## src/hw/exp_bus_map.vh

```
// Register addresses, reset values and bus-phase timing counts.
// Assumes inclusion by the bus and port pin block and its bench.
`ifndef EXP_BUS_MAP_VH
`define EXP_BUS_MAP_VH

// Register block placement
`define REG_BLOCK_DEFAULT 16'h1000
`define REG_BLOCK_END 16'h1060
`define RST_BLOCK_NIB 4'h1

// Register addresses with the block at its default place
`define ADDR_PORT_A 16'h1000
`define ADDR_DDR_A 16'h1001
`define ADDR_PORT_G 16'h1002
`define ADDR_DDR_G 16'h1003
`define ADDR_PORT_B 16'h1004
`define ADDR_PORT_F 16'h1005
`define ADDR_PORT_C 16'h1006
`define ADDR_DDR_C 16'h1007
`define ADDR_PORT_D 16'h1008
`define ADDR_DDR_D 16'h1009
`define ADDR_PORT_E 16'h100A
`define ADDR_BLOCK_BASE 16'h105A
`define ADDR_MODE_STAT 16'h105B

// Reset values
`define RST_DATA 8'h00
`define RST_DIR 8'h00

// Port D width and base field position
`define PORT_D_W 6
`define BASE_LSB 4

// Oscillator cycles per bus-phase clock and per phase
`define OSC_PER_BUS 4
`define E_LOW_CYC 3'h2
`define E_HIGH_CYC 3'h2
`define E_STRETCH_CYC 3'h4

`endif

```

## src/hw/expanded_bus_and_port_pins.v

```verilog
// Expanded bus phase logic, mode latch, reset pin and parallel port pins.
// Assumes clock_i is the oscillator; core requests are on the same clock.
//
// The address-and-strobe port was decided locally.
`timescale 1ns/1ps
`default_nettype none
`include "exp_bus_map.vh"

// Function
// - Bus-phase clock derived from oscillator, one quarter its frequency.
// - Address driven only in low phase, data bus driven only in high phase.
// - Inverted strobe output always the inverse of bus-phase clock.
// - Stretch input sampled at every bus-phase clock rising edge.
// - Stretch sampled high holds the clock high four oscillator cycles.
// - Stretch sampled low brings clock low two oscillator cycles after rise.
// - Reset pin resets the block; failures pull it low, open drain.
// - Mode pins held during reset, latched at reset to pick the mode.
// - After reset mode pin A pulses open drain at instruction start.
// - Direction output shows read or write in expanded and test modes.
// - Port B output only: general outputs or address high byte.
// - Port F output only: general outputs or address low byte.
// - Port C is data bus when expanded, else direction-governed I/O.
// - Port A pins are inputs after reset until software changes direction.
// - Port D gives six I/O lines with data and direction registers.
// - Port E is an eight-bit input-only port.
// - Chip selects replace port G upper four pins when enabled.
// - Low interrupt input raises an interrupt request to the core.
// - Registers sit in a relocatable 96-byte block, default base at start.
module expanded_bus_and_port_pins (
  input wire clock_i,
  input wire sys_rst_i,
  input wire ce_i,
  input wire [15:0] reg_addr_i,
  input wire [7:0] reg_wdata_i,
  input wire reg_wr_i,
  input wire reg_rd_i,
  output reg [7:0] reg_rdata_o,
  input wire ext_req_i,
  input wire ext_write_i,
  input wire [15:0] ext_addr_i,
  input wire [7:0] ext_wdata_i,
  output reg [7:0] ext_rdata_o,
  output reg ext_done_o,
  output wire ext_busy_o,
  output reg e_clk_o,
  output reg inverted_strobe_out_o,
  input wire stretch_i,
  output reg rw_o,
  output reg addr_oe_n_o,
  input wire reset_pin_n_i,
  output wire reset_pin_o,
  output reg reset_pin_oe_n_o,
  input wire clock_fail_i,
  input wire watchdog_fail_i,
  output wire mcu_rst_o,
  input wire mode_select_a_i,
  input wire mode_select_b_i,
  output wire [1:0] mode_o,
  input wire instr_start_i,
  output wire instr_start_flag_o,
  output reg instr_start_flag_oe_n_o,
  input wire irq_n_i,
  output wire irq_req_o,
  input wire [7:0] port_a_i,
  output wire [7:0] port_a_o,
  output wire [7:0] port_a_oe_n_o,
  output reg [7:0] port_b_o,
  input wire [7:0] port_c_i,
  output reg [7:0] port_c_o,
  output reg [7:0] port_c_oe_n_o,
  input wire [5:0] port_d_i,
  output wire [5:0] port_d_o,
  output wire [5:0] port_d_oe_n_o,
  input wire [7:0] port_e_i,
  output reg [7:0] port_f_o,
  input wire [7:0] port_g_i,
  output reg [7:0] port_g_o,
  output reg [7:0] port_g_oe_n_o,
  input wire cs_enable_i,
  input wire [3:0] chip_sel_n_i
);

  localparam SW = 43;
  localparam ST_LOW = 1'b0;
  localparam ST_HIGH = 1'b1;

  reg [SW-1:0] sync1;
  reg [SW-1:0] sync2;
  reg rst_q;
  reg [1:0] mode;
  reg stretched;
  reg [2:0] e_cnt;
  reg active;
  reg xwr;
  reg [15:0] xaddr;
  reg [7:0] xwdata;
  reg [7:0] data_a;
  reg [7:0] ddr_a;
  reg [7:0] data_b;
  reg [7:0] data_c;
  reg [7:0] ddr_c;
  reg [5:0] data_d;
  reg [5:0] ddr_d;
  reg [7:0] data_f;
  reg [7:0] data_g;
  reg [7:0] ddr_g;
  reg [3:0] base_nib;
  reg [7:0] next_rdata;
  reg [2:0] last;
  reg next_e_high;

  wire [7:0] pa_s;
  wire [7:0] pc_s;
  wire [5:0] pd_s;
  wire [7:0] pe_s;
  wire [7:0] pg_s;
  wire stretch_s;
  wire mode_select_a_s;
  wire mode_select_b_s;
  wire rstn_s;
  wire irqn_s;
  wire expanded;
  wire e_end;
  wire fall_next;
  wire take;
  wire fin;
  wire [15:0] rel_addr;
  wire mapped;
  wire [3:0] nib_off;

  // Every pin input passes two flops before use
  always @(posedge clock_i)
  begin
    if (ce_i)
    begin
      if (sys_rst_i)
      begin
        sync1 <= {SW{1'b0}};
        sync2 <= {SW{1'b0}};
      end
      else
      begin
        sync1 <= {port_a_i, port_c_i, port_d_i, port_e_i, port_g_i,
          stretch_i, mode_select_a_i, mode_select_b_i, reset_pin_n_i,
          irq_n_i};
        sync2 <= sync1;
      end
    end
  end

  assign pa_s = sync2[42:35];
  assign pc_s = sync2[34:27];
  assign pd_s = sync2[26:21];
  assign pe_s = sync2[20:13];
  assign pg_s = sync2[12:5];
  assign stretch_s = sync2[4];
  assign mode_select_a_s = sync2[3];
  assign mode_select_b_s = sync2[2];
  assign rstn_s = sync2[1];
  assign irqn_s = sync2[0];

  assign irq_req_o = ~irqn_s;

  // reset from system or pin, failures drive the pin low
  always @(posedge clock_i)
  begin
    if (ce_i)
    begin
      rst_q <= sys_rst_i | ~rstn_s;
      reset_pin_oe_n_o <= ~(clock_fail_i | watchdog_fail_i);
    end
  end
  assign mcu_rst_o = rst_q;
  assign reset_pin_o = 1'b0;

  // mode follows the pins for as long as reset holds
  always @(posedge clock_i)
  begin
    if (ce_i && rst_q)
      mode <= {mode_select_b_s, mode_select_a_s};
  end
  assign mode_o = mode;
  assign expanded = mode[0];

  // open-drain instruction start pulse, pin is an input in reset
  always @(posedge clock_i)
  begin
    if (ce_i)
      instr_start_flag_oe_n_o <= rst_q | ~instr_start_i;
  end
  assign instr_start_flag_o = 1'b0;

  always @*
  begin
    if (e_clk_o == ST_HIGH)
      last = (stretched ? `E_STRETCH_CYC : `E_HIGH_CYC) - 3'h1;
    else
      last = `E_LOW_CYC - 3'h1;
  end
  assign e_end = (e_cnt == last);
  assign fall_next = e_clk_o & e_end;

  always @*
  begin
    case (e_clk_o)
      ST_LOW: next_e_high = e_end;
      ST_HIGH: next_e_high = ~e_end;
      default: next_e_high = 1'b0;
    endcase
  end

  always @(posedge clock_i)
  begin
    if (ce_i)
    begin
      if (rst_q)
      begin
        e_clk_o <= ST_LOW;
        inverted_strobe_out_o <= 1'b1;
        e_cnt <= 3'h0;
        stretched <= 1'b0;
      end
      else
      begin
        e_clk_o <= next_e_high;
        inverted_strobe_out_o <= ~next_e_high;
        e_cnt <= e_end ? 3'h0 : e_cnt + 3'h1;
        if (~e_clk_o & e_end)
          stretched <= stretch_s;
      end
    end
  end

  // Requests are taken at a falling edge and end at the next one
  assign take = fall_next & ~active & ext_req_i & expanded;
  assign fin = fall_next & active;
  assign ext_busy_o = active;

  always @(posedge clock_i)
  begin
    if (ce_i)
    begin
      if (rst_q)
      begin
        active <= 1'b0;
        xwr <= 1'b0;
        xaddr <= 16'h0000;
        xwdata <= 8'h00;
        ext_rdata_o <= 8'h00;
        ext_done_o <= 1'b0;
        rw_o <= 1'b1;
      end
      else
      begin
        ext_done_o <= fin;
        if (take)
        begin
          active <= 1'b1;
          xwr <= ext_write_i;
          xaddr <= ext_addr_i;
          xwdata <= ext_wdata_i;
        end
        else if (fin)
          active <= 1'b0;
        // Sync delay samples the last low-phase cycle, or the high phase when stretched
        if (fin & ~xwr)
          ext_rdata_o <= pc_s;
        rw_o <= ~((take & ext_write_i) | (active & ~fin & xwr));
      end
    end
  end

  // address pins enabled in low phase, data driven in high phase
  always @(posedge clock_i)
  begin
    if (ce_i)
    begin
      if (rst_q)
      begin
        addr_oe_n_o <= 1'b1;
        port_b_o <= `RST_DATA;
        port_f_o <= `RST_DATA;
        port_c_o <= `RST_DATA;
        port_c_oe_n_o <= 8'hFF;
        port_g_o <= `RST_DATA;
        port_g_oe_n_o <= 8'hFF;
      end
      else
      begin
        addr_oe_n_o <= ~(expanded & ~next_e_high);
        port_b_o <= expanded ? (take ? ext_addr_i[15:8] : xaddr[15:8])
          : data_b;
        port_f_o <= expanded ? (take ? ext_addr_i[7:0] : xaddr[7:0])
          : data_f;
        port_c_o <= expanded ? xwdata : data_c;
        port_c_oe_n_o <= expanded
          ? {8{~(active & ~fin & xwr & next_e_high)}} : ~ddr_c;
        // chip selects on upper port G pins
        port_g_o <= cs_enable_i ? {chip_sel_n_i, data_g[3:0]} : data_g;
        port_g_oe_n_o <= cs_enable_i ? {4'h0, ~ddr_g[3:0]} : ~ddr_g;
      end
    end
  end

  assign port_a_o = data_a;
  assign port_a_oe_n_o = ~ddr_a;
  assign port_d_o = data_d;
  assign port_d_oe_n_o = ~ddr_d;

  // relocated block decode, base nibble moves the 96 bytes
  assign nib_off = reg_addr_i[15:12] - base_nib + `RST_BLOCK_NIB;
  assign rel_addr = {nib_off, reg_addr_i[11:0]};
  assign mapped = (rel_addr >= `REG_BLOCK_DEFAULT)
    && (rel_addr < `REG_BLOCK_END);

  always @(posedge clock_i)
  begin
    if (ce_i)
    begin
      if (rst_q)
      begin
        data_a <= `RST_DATA;
        ddr_a <= `RST_DIR;
        data_b <= `RST_DATA;
        data_c <= `RST_DATA;
        ddr_c <= `RST_DIR;
        data_d <= 6'h00;
        ddr_d <= 6'h00;
        data_f <= `RST_DATA;
        data_g <= `RST_DATA;
        ddr_g <= `RST_DIR;
        base_nib <= `RST_BLOCK_NIB;
      end
      else if (reg_wr_i && mapped)
      begin
        case (rel_addr)
          `ADDR_PORT_A: data_a <= reg_wdata_i;
          `ADDR_DDR_A: ddr_a <= reg_wdata_i;
          `ADDR_PORT_G: data_g <= reg_wdata_i;
          `ADDR_DDR_G: ddr_g <= reg_wdata_i;
          `ADDR_PORT_B: data_b <= reg_wdata_i;
          `ADDR_PORT_F: data_f <= reg_wdata_i;
          `ADDR_PORT_C: data_c <= reg_wdata_i;
          `ADDR_DDR_C: ddr_c <= reg_wdata_i;
          `ADDR_PORT_D: data_d <= reg_wdata_i[`PORT_D_W-1:0];
          `ADDR_DDR_D: ddr_d <= reg_wdata_i[`PORT_D_W-1:0];
          `ADDR_BLOCK_BASE: base_nib <= reg_wdata_i[7:`BASE_LSB];
          default: data_a <= data_a;
        endcase
      end
    end
  end

  // Pin reads: outputs show the latch, inputs the pin
  always @*
  begin
    next_rdata = 8'h00;
    case (rel_addr)
      `ADDR_PORT_A: next_rdata = (ddr_a & data_a) | (~ddr_a & pa_s);
      `ADDR_DDR_A: next_rdata = ddr_a;
      `ADDR_PORT_G: next_rdata = (ddr_g & data_g) | (~ddr_g & pg_s);
      `ADDR_DDR_G: next_rdata = ddr_g;
      `ADDR_PORT_B: next_rdata = data_b;
      `ADDR_PORT_F: next_rdata = data_f;
      `ADDR_PORT_C: next_rdata = expanded ? pc_s
        : ((ddr_c & data_c) | (~ddr_c & pc_s));
      `ADDR_DDR_C: next_rdata = ddr_c;
      `ADDR_PORT_D: next_rdata = {2'h0, (ddr_d & data_d) | (~ddr_d & pd_s)};
      `ADDR_DDR_D: next_rdata = {2'h0, ddr_d};
      // input only; timing is left to software
      `ADDR_PORT_E: next_rdata = pe_s;
      `ADDR_BLOCK_BASE: next_rdata = {base_nib, 4'h0};
      `ADDR_MODE_STAT: next_rdata = {6'h00, mode};
      default: next_rdata = 8'h00;
    endcase
    if (!mapped)
      next_rdata = 8'h00;
  end

  always @(posedge clock_i)
  begin
    if (ce_i)
    begin
      if (rst_q)
        reg_rdata_o <= 8'h00;
      else if (reg_rd_i)
        reg_rdata_o <= next_rdata;
      else
        reg_rdata_o <= 8'h00;
    end
  end

endmodule // expanded_bus_and_port_pins
`default_nettype wire

```

## config.mk

```make
export PLATFORM = sky130hd
export DESIGN_NAME = expanded_bus_and_port_pins
export DESIGN_NICKNAME = d
export VERILOG_FILES = /design/src/hw/expanded_bus_and_port_pins.v
export VERILOG_INCLUDE_DIRS = /design/src /design/src/hw
export SDC_FILE = /design/constraint.sdc
export NUM_CORES = 1
export LEC_CHECK = 0
export ABC_AREA = 1
export BUFFER_PORTS_ARGS = -buffer_cell sky130_fd_sc_hd__buf_2
export CAP_MARGIN = 20
export CORE_ASPECT_RATIO = 0.5
export CORE_MARGIN = 2
export CORE_UTILIZATION = 38
export CTS_CLUSTER_SIZE = 20
export DETAILED_ROUTE_END_ITERATION = 7
export GPL_TIMING_DRIVEN = 0
export PLACE_DENSITY = 0.67
export SKIP_LAST_GASP = 1
export SLEW_MARGIN = 20
export SYNTH_ARGS = -nofsm -noshare
export SYNTH_HDL_FRONTEND = slang
export SYNTH_SLANG_ARGS = --single-unit
```

## constraint.sdc

```tcl
create_clock -name clock_i -period 8.09 [get_ports clock_i]
set_input_delay 0.809 -clock clock_i [delete_from_list [all_inputs] [get_ports clock_i]]
set_output_delay 0.809 -clock clock_i [all_outputs]
set_load 0.01 [all_outputs]
```

### Word-level counts from Yosys, hierarchy flattened

Cells that the tools add are included.

* bits in registers: 270
* word-level logic and storage cells: 182

* add/subtract/negate cells: 4
* magnitude comparators: 2
* equality and inequality tests: 14
* muxes and demuxes: 42
* bitwise gates (word level): 48
* reductions and logical operators: 36

Operators with widths (count)
* $mux 8: 27
* $eq 16x13->1 const B: 13
* $pmux 8 s13: 1
* $and 8x8->8: 6
* $reduce_and 3->1: 11
* $reduce_bool 2->1: 15
* $mux 6: 4
* $not 8->8: 3
* $or 8x8->8: 3
* $ge 16x13->1 const B: 1
* $lt 16x13->1 const B: 1
* $mux 16: 1
* $not 1->1: 15
* $and 1x1->1: 12
* $and 6x6->6: 2
* $mux 4: 2
* $reduce_and 2->1: 4
* $mux 3: 2
* $not 6->6: 1
* $or 6x6->6: 1
* $add 4x1->4 const B: 1
* $mux 1: 4
* $not 4->4: 1
* $or 1x1->1: 4
* 9 further kinds: 11

### Depth between registers and ports, before layout

Gate-level depths: netlist (run 1).

* depth in word-level cells: 12
* depth in mapped cells: 18

### Worst setup path before layout (run 1)

OpenSTA, ideal clock, no wires.

* path type: flip-flop to flip-flop
* start: reg e_clk_o
* end: reg xaddr[0] (enable)
* data arrival time: 3359 ps
* required time: 7648 ps
* setup slack: 4289 ps
* stages on the path, launching flop included: 9
* buffers on the path: 1
* cell sequence: edfxtp_1 nand2_1 nor2_1 nor3_1 a21boi_0 ha_1 nand4_1 clkbuf_1 o21ai_0

* word-level cells in the longest chain between the ends: 8

RTL lines
* from (decl): RTL line expanded_bus_and_port_pins.v:45 `output reg e_clk_o,`
* from (signal assigned): RTL line expanded_bus_and_port_pins.v:225 `e_clk_o <= next_e_high;`
* $mux 3: RTL line expanded_bus_and_port_pins.v:195 `if (e_clk_o == ST_HIGH)`
* $eq 3x3->1: RTL line expanded_bus_and_port_pins.v:200 `assign e_end = (e_cnt == last);`
* $and 1x1->1 (*): RTL line expanded_bus_and_port_pins.v:201 `assign fall_next = e_clk_o & e_end;`
* $and 1x1->1 (*) (3 in a row): RTL line expanded_bus_and_port_pins.v:235 `assign take = fall_next & ~active & ext_req_i & expanded;`
* $reduce_bool 2->1 (no line) (*)
* $reduce_and 2->1 (no line) (*)
* to (signal assigned): RTL line expanded_bus_and_port_pins.v:260 `xaddr <= ext_addr_i;`
* to (decl): RTL line expanded_bus_and_port_pins.v:95 `reg [15:0] xaddr;`

Every way passes the cells marked *; elsewhere a longest branch is shown, timed or not.
A chain may end at the register's enable or synchronous reset.

### Worst setup path in the final report (run 1)

* start: reg base_nib[1]
* end: reg data_f[1] (enable)

* word-level cells in the longest chain between the ends: 7
* elaborated cells on any way between the ends: 10
* classes of those cells: add/sub: 2; order compare: 2; eq/ne: 1; reduce/logical: 5

RTL lines
* from (decl): RTL line expanded_bus_and_port_pins.v:107 `reg [3:0] base_nib;`
* from (signal assigned): RTL line expanded_bus_and_port_pins.v:332 `` base_nib <= `RST_BLOCK_NIB; ``
* from (signal assigned): RTL line expanded_bus_and_port_pins.v:347 `` `ADDR_BLOCK_BASE: base_nib <= reg_wdata_i[7:`BASE_LSB]; ``
* $sub 4x4->4 (*): RTL line expanded_bus_and_port_pins.v:311 `` assign nib_off = reg_addr_i[15:12] - base_nib + `RST_BLOCK_NIB; ``
* $add 4x1->4 (no line) (*)
* $ge 16x13->1 (no line) or $lt 16x13->1 (tied branches)
* $logic_and 1x1->1: RTL line expanded_bus_and_port_pins.v:313 `` assign mapped = (rel_addr >= `REG_BLOCK_DEFAULT) ``
* $logic_and 1x1->1: RTL line expanded_bus_and_port_pins.v:334 `else if (reg_wr_i && mapped)`
* $reduce_bool 2->1 (no line)
* $reduce_and 3->1 (no line) (*)
* to (signal assigned): RTL line expanded_bus_and_port_pins.v:329 `` data_f <= `RST_DATA; ``
* to (signal assigned): RTL line expanded_bus_and_port_pins.v:342 `` `ADDR_PORT_F: data_f <= reg_wdata_i; ``
* to (decl): RTL line expanded_bus_and_port_pins.v:104 `reg [7:0] data_f;`

Marks and branches as above.

==> reports/results.ini, run 1 <==
[sta]
whs_ns = 0.4267
finalClockSkew_ns = 0.009241
finalSetupViolCount = 0
slew_headroom = 0.2592
fin_crit_ns = 3.758
fin_setup_tns_ns = 0
rsz0062_at_grt = false
period_share = 0.4646
hold_viol_final = 0
tightest_slew_ns = 1.107
max_freq_ghz = 0.2661
drv_slew = 0

[synthesis]
seq_area_frac_synth = 0.6817
synth_cells = 1103
synth_top_area_frac = 0.6817
synth_edf_count = 270
ys_types = 42
ys.flop_type = edfxtp_1
syn_area_per_cell_sq_um = 10.78
yosys_warnings = 0
syn-cell-area_sq_um = 11890
synthArstFlopShare = 0
synth_common_cells = edfxtp_1 (270), nor2_1 (247), inv_1 (215)
synth.area.top_cells = edfxtp_1 (68%), nor2_1 (7.8%), inv_1 (6.8%)
synth_seq_cells = 270
yosysMostFrequentCell = edfxtp_1
yosysTopAreaCell = edfxtp_1

[layout]
diodes = 0
seqCellArea_sq_um = 8108
multi_input_area_sq_um = 2815
drive_above_1_share = 0.2190
nNetsFinal = 1457
reg_top3 = sync1 (43), sync2 (43), xaddr (16)
area_growth_pct = 20.55
fillers = 2830

[worst_setup_path]
cp.required_ns = 8.25
crit_start = base_nib[1]$_SDFFCE_PP0P_
critical_path.slowest_cell = o21ai_0
crit_path_start_kind = register
path_cells = ha_1, inv_1, ha_1, fa_1, inv_1, nand3b_2, nor2_8, nand2_4, inv_2, nand4_1, clkbuf_1, o21ai_0
crit_arrival_ns = 3.92
crit_fanout = 10
max_stage_delay_ns = 0.86
end_kind = register
r2r-start = base_nib[1]$_SDFFCE_PP0P_
crit_type = register to register

[detailed_routing]
drc_errors = 0
ant_nets = 0
wl_per_cell_microns = 18.20
vias = 8449
drt-initial-drc-count = 801
drt_wl_total_mm = 32.47
via_per_inst = 4.736
drtPass1Iterations = 5

[clocking]
cts_max_path_buffers = 3
htreeDepth = 1
cts_resized = 0
postCtsSetupBuffers = 0
ctsHoldBuffers = 0
clk_latency_ns = 0.54
cts_buffers = 26
cts_tree = done
root_buffer = clkbuf_16
cts.clk_slew.worst_paths_ns = 0.06
cts_sinks = 270

[grt]
grt_pass1_wl_mm = 48.21
grt_pass1_vias = 8167
grt_max_degree = 90
overflow = 0
antenna_found_initial = 0
track_usage = 0.1990

[min_path]
hp-class = register to register
hp-start = sync2[3]$_SDFFCE_PP0P_

[placement]
routabilityCongestion = 0.9010
place_hpwl_mm = 24.81
port_buffers = 208

[floorplan]
start_util = 0.3890
ios = 212
die_h_microns = 129.1
core_sq_um = 30570
num_rows = 45
die_x_microns = 254.2
dieArea_sq_um = 32810

[power_and_ir_drop]
power_switching_uw = 705.4
p_int_uw = 2312
p_per_area_nw_per_um2 = 210.5
clkPwrFrac = 0.371
switching_share = 0.2338
pwr-share-seq = 0.551
ir_drop_uv = 118.6
power_leakage_uw = 0.006353
pwr-share-comb = 0.078

[run]
drv_cap = 0

[outcome]
status = finished, final reports clean

## power groups by stage
stage | logic [uW] | registers (uW) | clock network, uW
floorplan | 107 | 1690 | 0
global placement | 226 | 1690 | 0
detailed placement | 236 | 1690 | 0
CTS | 237 | 1660 | 1140
global route | 263 | 1670 | 1190
finish | 236 | 1660 | 1120
## layer usage
layer,vias to the layer above,track usage,part of all wire
li1,4058,-,-
met1,4092,0.2823,0.44
met2,258,0.3304,0.47
met3,41,0.02953,0.074
met4,0,0.03806,0.017
met5,-,0,0
## metrics by stage
stage	power (uW)	cells	area [sq um]	worst slack (ns)	utilization
2_1_floorplan	1795	1104	11900	4.289	-
3_3_place_gp	1921	1735	13470	1.281	0.4405
3_5_place_dp	1928	1737	13560	3.656	0.4434
4_1_cts	3037	1783	14320	4.168	0.4685
5_1_grt	3123	1784	14340	4.015	0.4689
6_report	3017	1784	14340	4.332	0.4689
## cell usage in the layout (no fill, tap or decap), types with 9 or more instances in the layout
cell / n
edfxtp_1: 270
nor2_1: 245
inv_1: 215
buf_2: 210
nand2_1: 138
o21ai_0: 53
nand3_1: 30
clkbuf_16: 27
clkbuf_1: 25
nand4_1: 17
a21oi_1: 11
o22ai_1: 9
## critical path: cells and delay by family (launching register included)
kind                       cells  cell delay, ns
buffers and inverters          4            0.63
DFF                            1            0.40
and+or+nand+nor                4            0.57
AOI/OAI and AO/OA              1            0.86
adders and majority gates      3            0.92
## cell type report
cell class | instances | share of cell area
multi-input combinational | 578 | 0.1964
buffer | 36 | 0.01248
clock inverter | 16 | 0.005673
tap | 423 | 0.03692
timing repair buffer | 211 | 0.07750
clock buffer | 30 | 0.04791
inverter | 220 | 0.05760
sequential | 270 | 0.5655
## path summary, 6_finish.rpt
path | to | slack, ns | cells past startpoint
max | data_f[1]$_SDFFCE_PP0P_ | 4.33 | 12
min | mode_o[0]$_DFFE_PP_ | 0.43 | 0
max reg2reg | data_f[1]$_SDFFCE_PP0P_ | 4.33 | 12
min reg2reg | mode_o[0]$_DFFE_PP_ | 0.43 | 0
## kinds of logic (layout without fill, tap and decap cells)
| family | Yosys count | after routing | synth area share |
|---|---|---|---|
| AO/OA/AOI/OAI | 94 | 94 | 0.04335 |
| XOR/XNOR | 1 | 1 | 0.0007366 |
| flip-flops | 270 | 270 | 0.6817 |
| adder cells (fa/ha/maj) | 8 | 8 | 0.009048 |
| multiplexers | 11 | 11 | 0.009784 |
| buffers and inverters | 256 | 513 | 0.08448 |
| other | 1 | 2 | 0.0003153 |
| AND/OR/NAND/NOR | 462 | 462 | 0.1705 |
Note: power is estimated with default switching activity, not from simulation.
==> inputs of run 2 (changes only) <==
==> constraint.sdc (replaced) <==
create_clock -name clock_i -period 3.47 [get_ports clock_i]
set_input_delay 0.347 -clock clock_i [delete_from_list [all_inputs] [get_ports clock_i]]
set_output_delay 0.347 -clock clock_i [all_outputs]
set_load 0.01 [all_outputs]
==> run 2 against run 1 <==
Net effect: clock skew rose by 0.0018 ns; sequential power rose by 130%; global-route usage fell by 0.41 points; final area rose by 0.94%; clock-buffer cell count rose by 3; register-to-register slack got worse by 4.2 ns; via count fell by 0.80%.
==> reports/results.ini, run 2 (same netlist as run 1, synthesis figures left out) <==
[detailed_routing]
drc_errors = 0
wl_met2_mm = 14.87
wl_met1_mm = 14.30
routed.top_layer = met5
wl_per_cell_microns = 17.95
drtPass1Iterations = 5
ant_nets = 0
drt_wl_total_mm = 32.05
routed-wl-met3_mm = 2.099
vias = 8381
via_per_inst = 4.693
drt-initial-drc-count = 771

[layout]
final_common_cell = edfxtp_1
diodes = 0
nNetsFinal = 1458
area_growth_pct = 21.68
drive_above_1_share = 0.2267
layout_common_cells = edfxtp_1 (270), nor2_1 (246), inv_1 (215)
fillers = 2796
reg_top3 = sync1 (43), sync2 (43), xaddr (16)
fin_cells = 1786

[run]
drv_cap = 0

[clocking]
clk_latency_ns = 0.54
ctsHoldBuffers = 0
htreeDepth = 1
cts.clk_slew.worst_paths_ns = 0.07
root_buffer = clkbuf_16
cts_max_path_buffers = 3
cts_tree = done
cts_sinks = 270
cts_buffers = 26

[floorplan]
core_sq_um = 30570
dieArea_sq_um = 32810
ios = 212
die_x_microns = 254.2
start_util = 0.3890
num_rows = 45
die_h_microns = 129.1

[sta]
finalSetupViolCount = 0
drv_slew = 0
slew_headroom = 0.1503
max_freq_ghz = 0.2991
tightest_slew_ns = 1.275
period_share = 0.9635
rsz0062_at_grt = true
fin_crit_ns = 3.343
whs_ns = 0.07674
hold_viol_final = 0
finalClockSkew_ns = 0.01107

[worst_setup_path]
crit_type = register to register
cp_common_cell = nand2_1
ff2ff_path_depth = 15
cp.required_ns = 3.72
max_stage_delay_ns = 0.41
cp_top_family = adder cells
crit_cells = 15
end_kind = register
crit_path_start_kind = register
critical_path.slowest_cell = edfxtp_1
path_cells = ha_1, inv_1, ha_1, fa_1, inv_1, nand2_1, nand2_1, nand2_1, nand2_2, nand2_4, inv_2, nand4_1, buf_2, o31ai_4, buf_12
crit_arrival_ns = 3.60
crit_fanout = 10
path_buf_inv = 5

[placement]
place_hpwl_mm = 24.44
port_buffers = 208
routabilityCongestion = 0.8976
dp_cells = 1738

[power_and_ir_drop]
ir_drop_uv = 273.0
power_uw = 7132
p_per_area_nw_per_um2 = 492.8
power_leakage_uw = 0.006397

[grt]
overflow = 0
grt_max_degree = 94
grt_pass1_wl_mm = 47.06
track_usage = 0.1949
antenna_found_initial = 1
grt_pass1_vias = 8061

[outcome]
status = finished, final reports clean

[min_path]
hp-class = input pin to register
min_path_cells = 2

run 2: cell count changes in the layout (fill, tap and decap cells not counted), sizes merged:
cell	delta
clkinv	-2
clkinvlp	-1
buf	+2
bufinv	+1
clkbuf	+2
run 2: layer usage:
metal,vias up,global-route usage
met2,256,0.3169
met3,51,0.03777
met1,4011,0.2717
met5,-,0
li1,4061,-
met4,2,0.04844
run 2: layout make-up:
| type | instances | area (sq um) | share of cell area |
|---|---|---|---|
| tap | 423 | 529.3 | 0.03657 |
| timing repair buffer | 212 | 1125 | 0.07773 |
| inverter | 220 | 825.8 | 0.05706 |
| multi-input combinational | 578 | 2908 | 0.2009 |
| sequential | 270 | 8108 | 0.5603 |
| clock buffer | 33 | 698.2 | 0.04824 |
| clock inverter | 14 | 97.59 | 0.006744 |
| buffer | 36 | 180.2 | 0.01245 |
run 2: repair_timing:
item	in CTS	in global routing
buffers inserted	0	1
endpoints found under the setup margin	72	80
pin swaps	0	1
gates resized for setup	9	20
run 2: worst paths after layout:
path,slack (ns),start,endpoint
setup / recovery,0.13,base_nib[1]$_SDFFCE_PP0P_,ddr_c[3]$_SDFFCE_PP0P_
hold / removal,0.08,clock_fail_i,reset_pin_oe_n_o$_DFFE_PP_
setup reg to reg,0.13,base_nib[1]$_SDFFCE_PP0P_,ddr_c[3]$_SDFFCE_PP0P_
hold reg to reg,0.42,sync2[2]$_SDFFCE_PP0P_,mode_o[1]$_DFFE_PP_
run 2: metrics by stage:
step	setup slack, ns	TNS [ns]	util	instance area, sq um
after floorplan	0.2602	0	-	11900
after global placement	-2.406	-197.05	0.4405	13470
after detailed placement	-0.5015	-24.78	0.4433	13550
after CTS	-0.1557	-6.120	0.4697	14360
after global routing	-0.05222	-0.7078	0.4733	14470
final	0.1266	0	0.4733	14470
run 2: power by group:
| group | internal (uW) | switching [uW] |
|---|---|---|
| Sequential | 3800 | 79.4 |
| Clock | 1500 | 1200 |
| Combinational | 187 | 368 |
| Total | 5480 | 1650 |
run 2: worst reg2reg max path: stages, from the launching register on:
cell and delay [ns]:
edfxtp_1 0.41, ha_1 0.29, inv_1 0.04, ha_1 0.21, fa_1 0.41, inv_1 0.09
nand2_1 0.06, nand2_1 0.05, nand2_1 0.06, nand2_2 0.15, nand2_4 0.10, inv_2 0.19
nand4_1 0.16, buf_2 0.34, o31ai_4 0.34, buf_12 0.16
==> inputs of run 3 (changes only) <==
--- a/config.mk
+++ b/config.mk
@@ -7,7 +7,7 @@
 export NUM_CORES = 1
 export LEC_CHECK = 0
 export ABC_AREA = 1
-export BUFFER_PORTS_ARGS = -buffer_cell sky130_fd_sc_hd__buf_2
+export BUFFER_PORTS_ARGS = -buffer_cell sky130_fd_sc_hd__buf_4
 export CAP_MARGIN = 20
 export CORE_ASPECT_RATIO = 0.5
 export CORE_MARGIN = 2
==> run 3 against run 2 <==
Net effect: via count rose by 1.1%; critical path depth unchanged; combinational power grew 11%; fmax increased by 0.81%; clock power up 4%; clock-buffer cell count is 4 lower; critical path type unchanged.
==> reports/results.ini, run 3 (same netlist as run 1, synthesis figures left out) <==
[sta]
max_freq_ghz = 0.3015
slew_headroom = 0.1387
hold_viol_final = 0
whs_ns = 0.07013
rsz0062_at_grt = true
tightest_slew_ns = 1.292
fin_crit_ns = 3.317
finalSetupViolCount = 0
finalClockSkew_ns = 0.01698
period_share = 0.9558
drv_slew = 0

[power_and_ir_drop]
power_leakage_uw = 0.006599
p_per_area_nw_per_um2 = 486.2
power_uw = 7305
ir_drop_uv = 360.5

[grt]
grt_pass1_vias = 8235
grt_max_degree = 98
track_usage = 0.1991
antenna_found_initial = 0
overflow = 0
grt_pass1_wl_mm = 48.09

[worst_setup_path]
crit_path_start_kind = register
crit_fanout = 10
ff2ff_path_depth = 15
rrSetupSlack_ns = 0.15
r2r-start = base_nib[1]$_SDFFCE_PP0P_
cp.required_ns = 3.72
crit_type = register to register
crit_arrival_ns = 3.57
end_kind = register
r2r_end = ddr_c[1]$_SDFFCE_PP0P_

[floorplan]
die_h_microns = 129.1
dieArea_sq_um = 32810
num_rows = 45
start_util = 0.3890
ios = 212
die_x_microns = 254.2
core_sq_um = 30570

[layout]
layout_common_cells = edfxtp_1 (270), nor2_1 (246), inv_1 (215)
diodes = 0
reg_top3 = sync1 (43), sync2 (43), xaddr (16)
final_common_cell = edfxtp_1
drive_above_1_share = 0.2287
area_growth_pct = 26.33
nNetsFinal = 1459

[placement]
port_buffers = 208
place_hpwl_mm = 24.95
routabilityCongestion = 0.8863

[clocking]
cts.clk_slew.worst_paths_ns = 0.06
root_buffer = clkbuf_16
cts_sinks = 270
cts_buffers = 26
cts_tree = done
clk_latency_ns = 0.55
cts_max_path_buffers = 3
htreeDepth = 1

[min_path]
min_to = reset_pin_oe_n_o$_DFFE_PP_
hp-start = clock_fail_i
min_path_cells = 2
hp-class = input pin to register

[detailed_routing]
vias = 8475
drtPass1Iterations = 5
wl_per_cell_microns = 18.49
drt-initial-drc-count = 825
via_per_inst = 4.743
drt_wl_total_mm = 33.05
drc_errors = 0
ant_nets = 0

[outcome]
status = finished, final reports clean

[run]
drv_cap = 0

run 3: repair_timing:
action	CTS	global route
resized for setup	7	25
endpoints found under the setup margin	72	80
buffers inserted	0	1
pin swaps	0	1
hold buffers	0	0
run 3: worst max-delay path by stage:
stage / endpoint / start / slack (ns) / depth (start not counted)
finish: ddr_c[1]$_SDFFCE_PP0P_ / base_nib[1]$_SDFFCE_PP0P_ / 0.15 / 15
global route: ddr_c[1]$_SDFFCE_PP0P_ / base_nib[1]$_SDFFCE_PP0P_ / -0.05 / 15
CTS: port_a_o[2]$_SDFFCE_PP0P_ / base_nib[1]$_SDFFCE_PP0P_ / -0.18 / 14
detailed placement: ddr_c[0]$_SDFFCE_PP0P_ / reg_addr_i[13] / -0.47 / 16
global placement: xaddr[4]$_SDFFCE_PP0P_ / ce_i / -1.04 / 4
floorplan: ddr_c[0]$_SDFFCE_PP0P_ / base_nib[1]$_SDFFCE_PP0P_ / 0.26 / 12
run 3: metal layers:
metal / up-vias / GRT usage / share of wire
li1: 4069 / - / -
met1: 4081 / 0.2731 / 0.44
met2: 283 / 0.3332 / 0.47
met3: 42 / 0.03736 / 0.070
met4: 0 / 0.04325 / 0.019
met5: - / 0 / 0
run 3: worst max-delay path: stages, from the launching register on:
cell,delay (ns)
edfxtp_1,0.40
ha_1,0.29
inv_1,0.04
ha_1,0.20
fa_1,0.41
inv_1,0.09
nand2_1,0.05
nand2_1,0.05
nand2_1,0.06
nand2_2,0.15
nand2_4,0.11
inv_2,0.17
nand4_1,0.19
buf_4,0.32
o31ai_4,0.29
buf_4,0.20
run 3: power by group:
| group | internal [uW] | switching [uW] |
|---|---|---|
| clock network | 1570 | 1240 |
| logic | 247 | 372 |
| registers | 3800 | 83.4 |
| total | 5610 | 1700 |
run 3: area by class of cell:
class	count	area (sq um)
well taps	423	529.3
multi-input cells	578	2917
plain buffers	36	182.7
clock buffers	29	683.2
fillers	2755	15550
inverters	220	825.8
flip-flops and latches	270	8108
repair buffers	213	1634
clock inverters	18	145.1
run 3: through the flow:
step	area, sq um	cells	setup slack, ns	utilization	TNS (ns)
after global routing	15020	1787	-0.04892	0.4914	-0.3563
after floorplan	11900	1104	0.2602	-	0
after detailed placement	14060	1737	-0.4702	0.4599	-24.05
after CTS	14890	1784	-0.1791	0.4872	-6.888
final	15020	1787	0.1535	0.4914	0
after global placement	13990	1735	-1.042	0.4575	-55.54
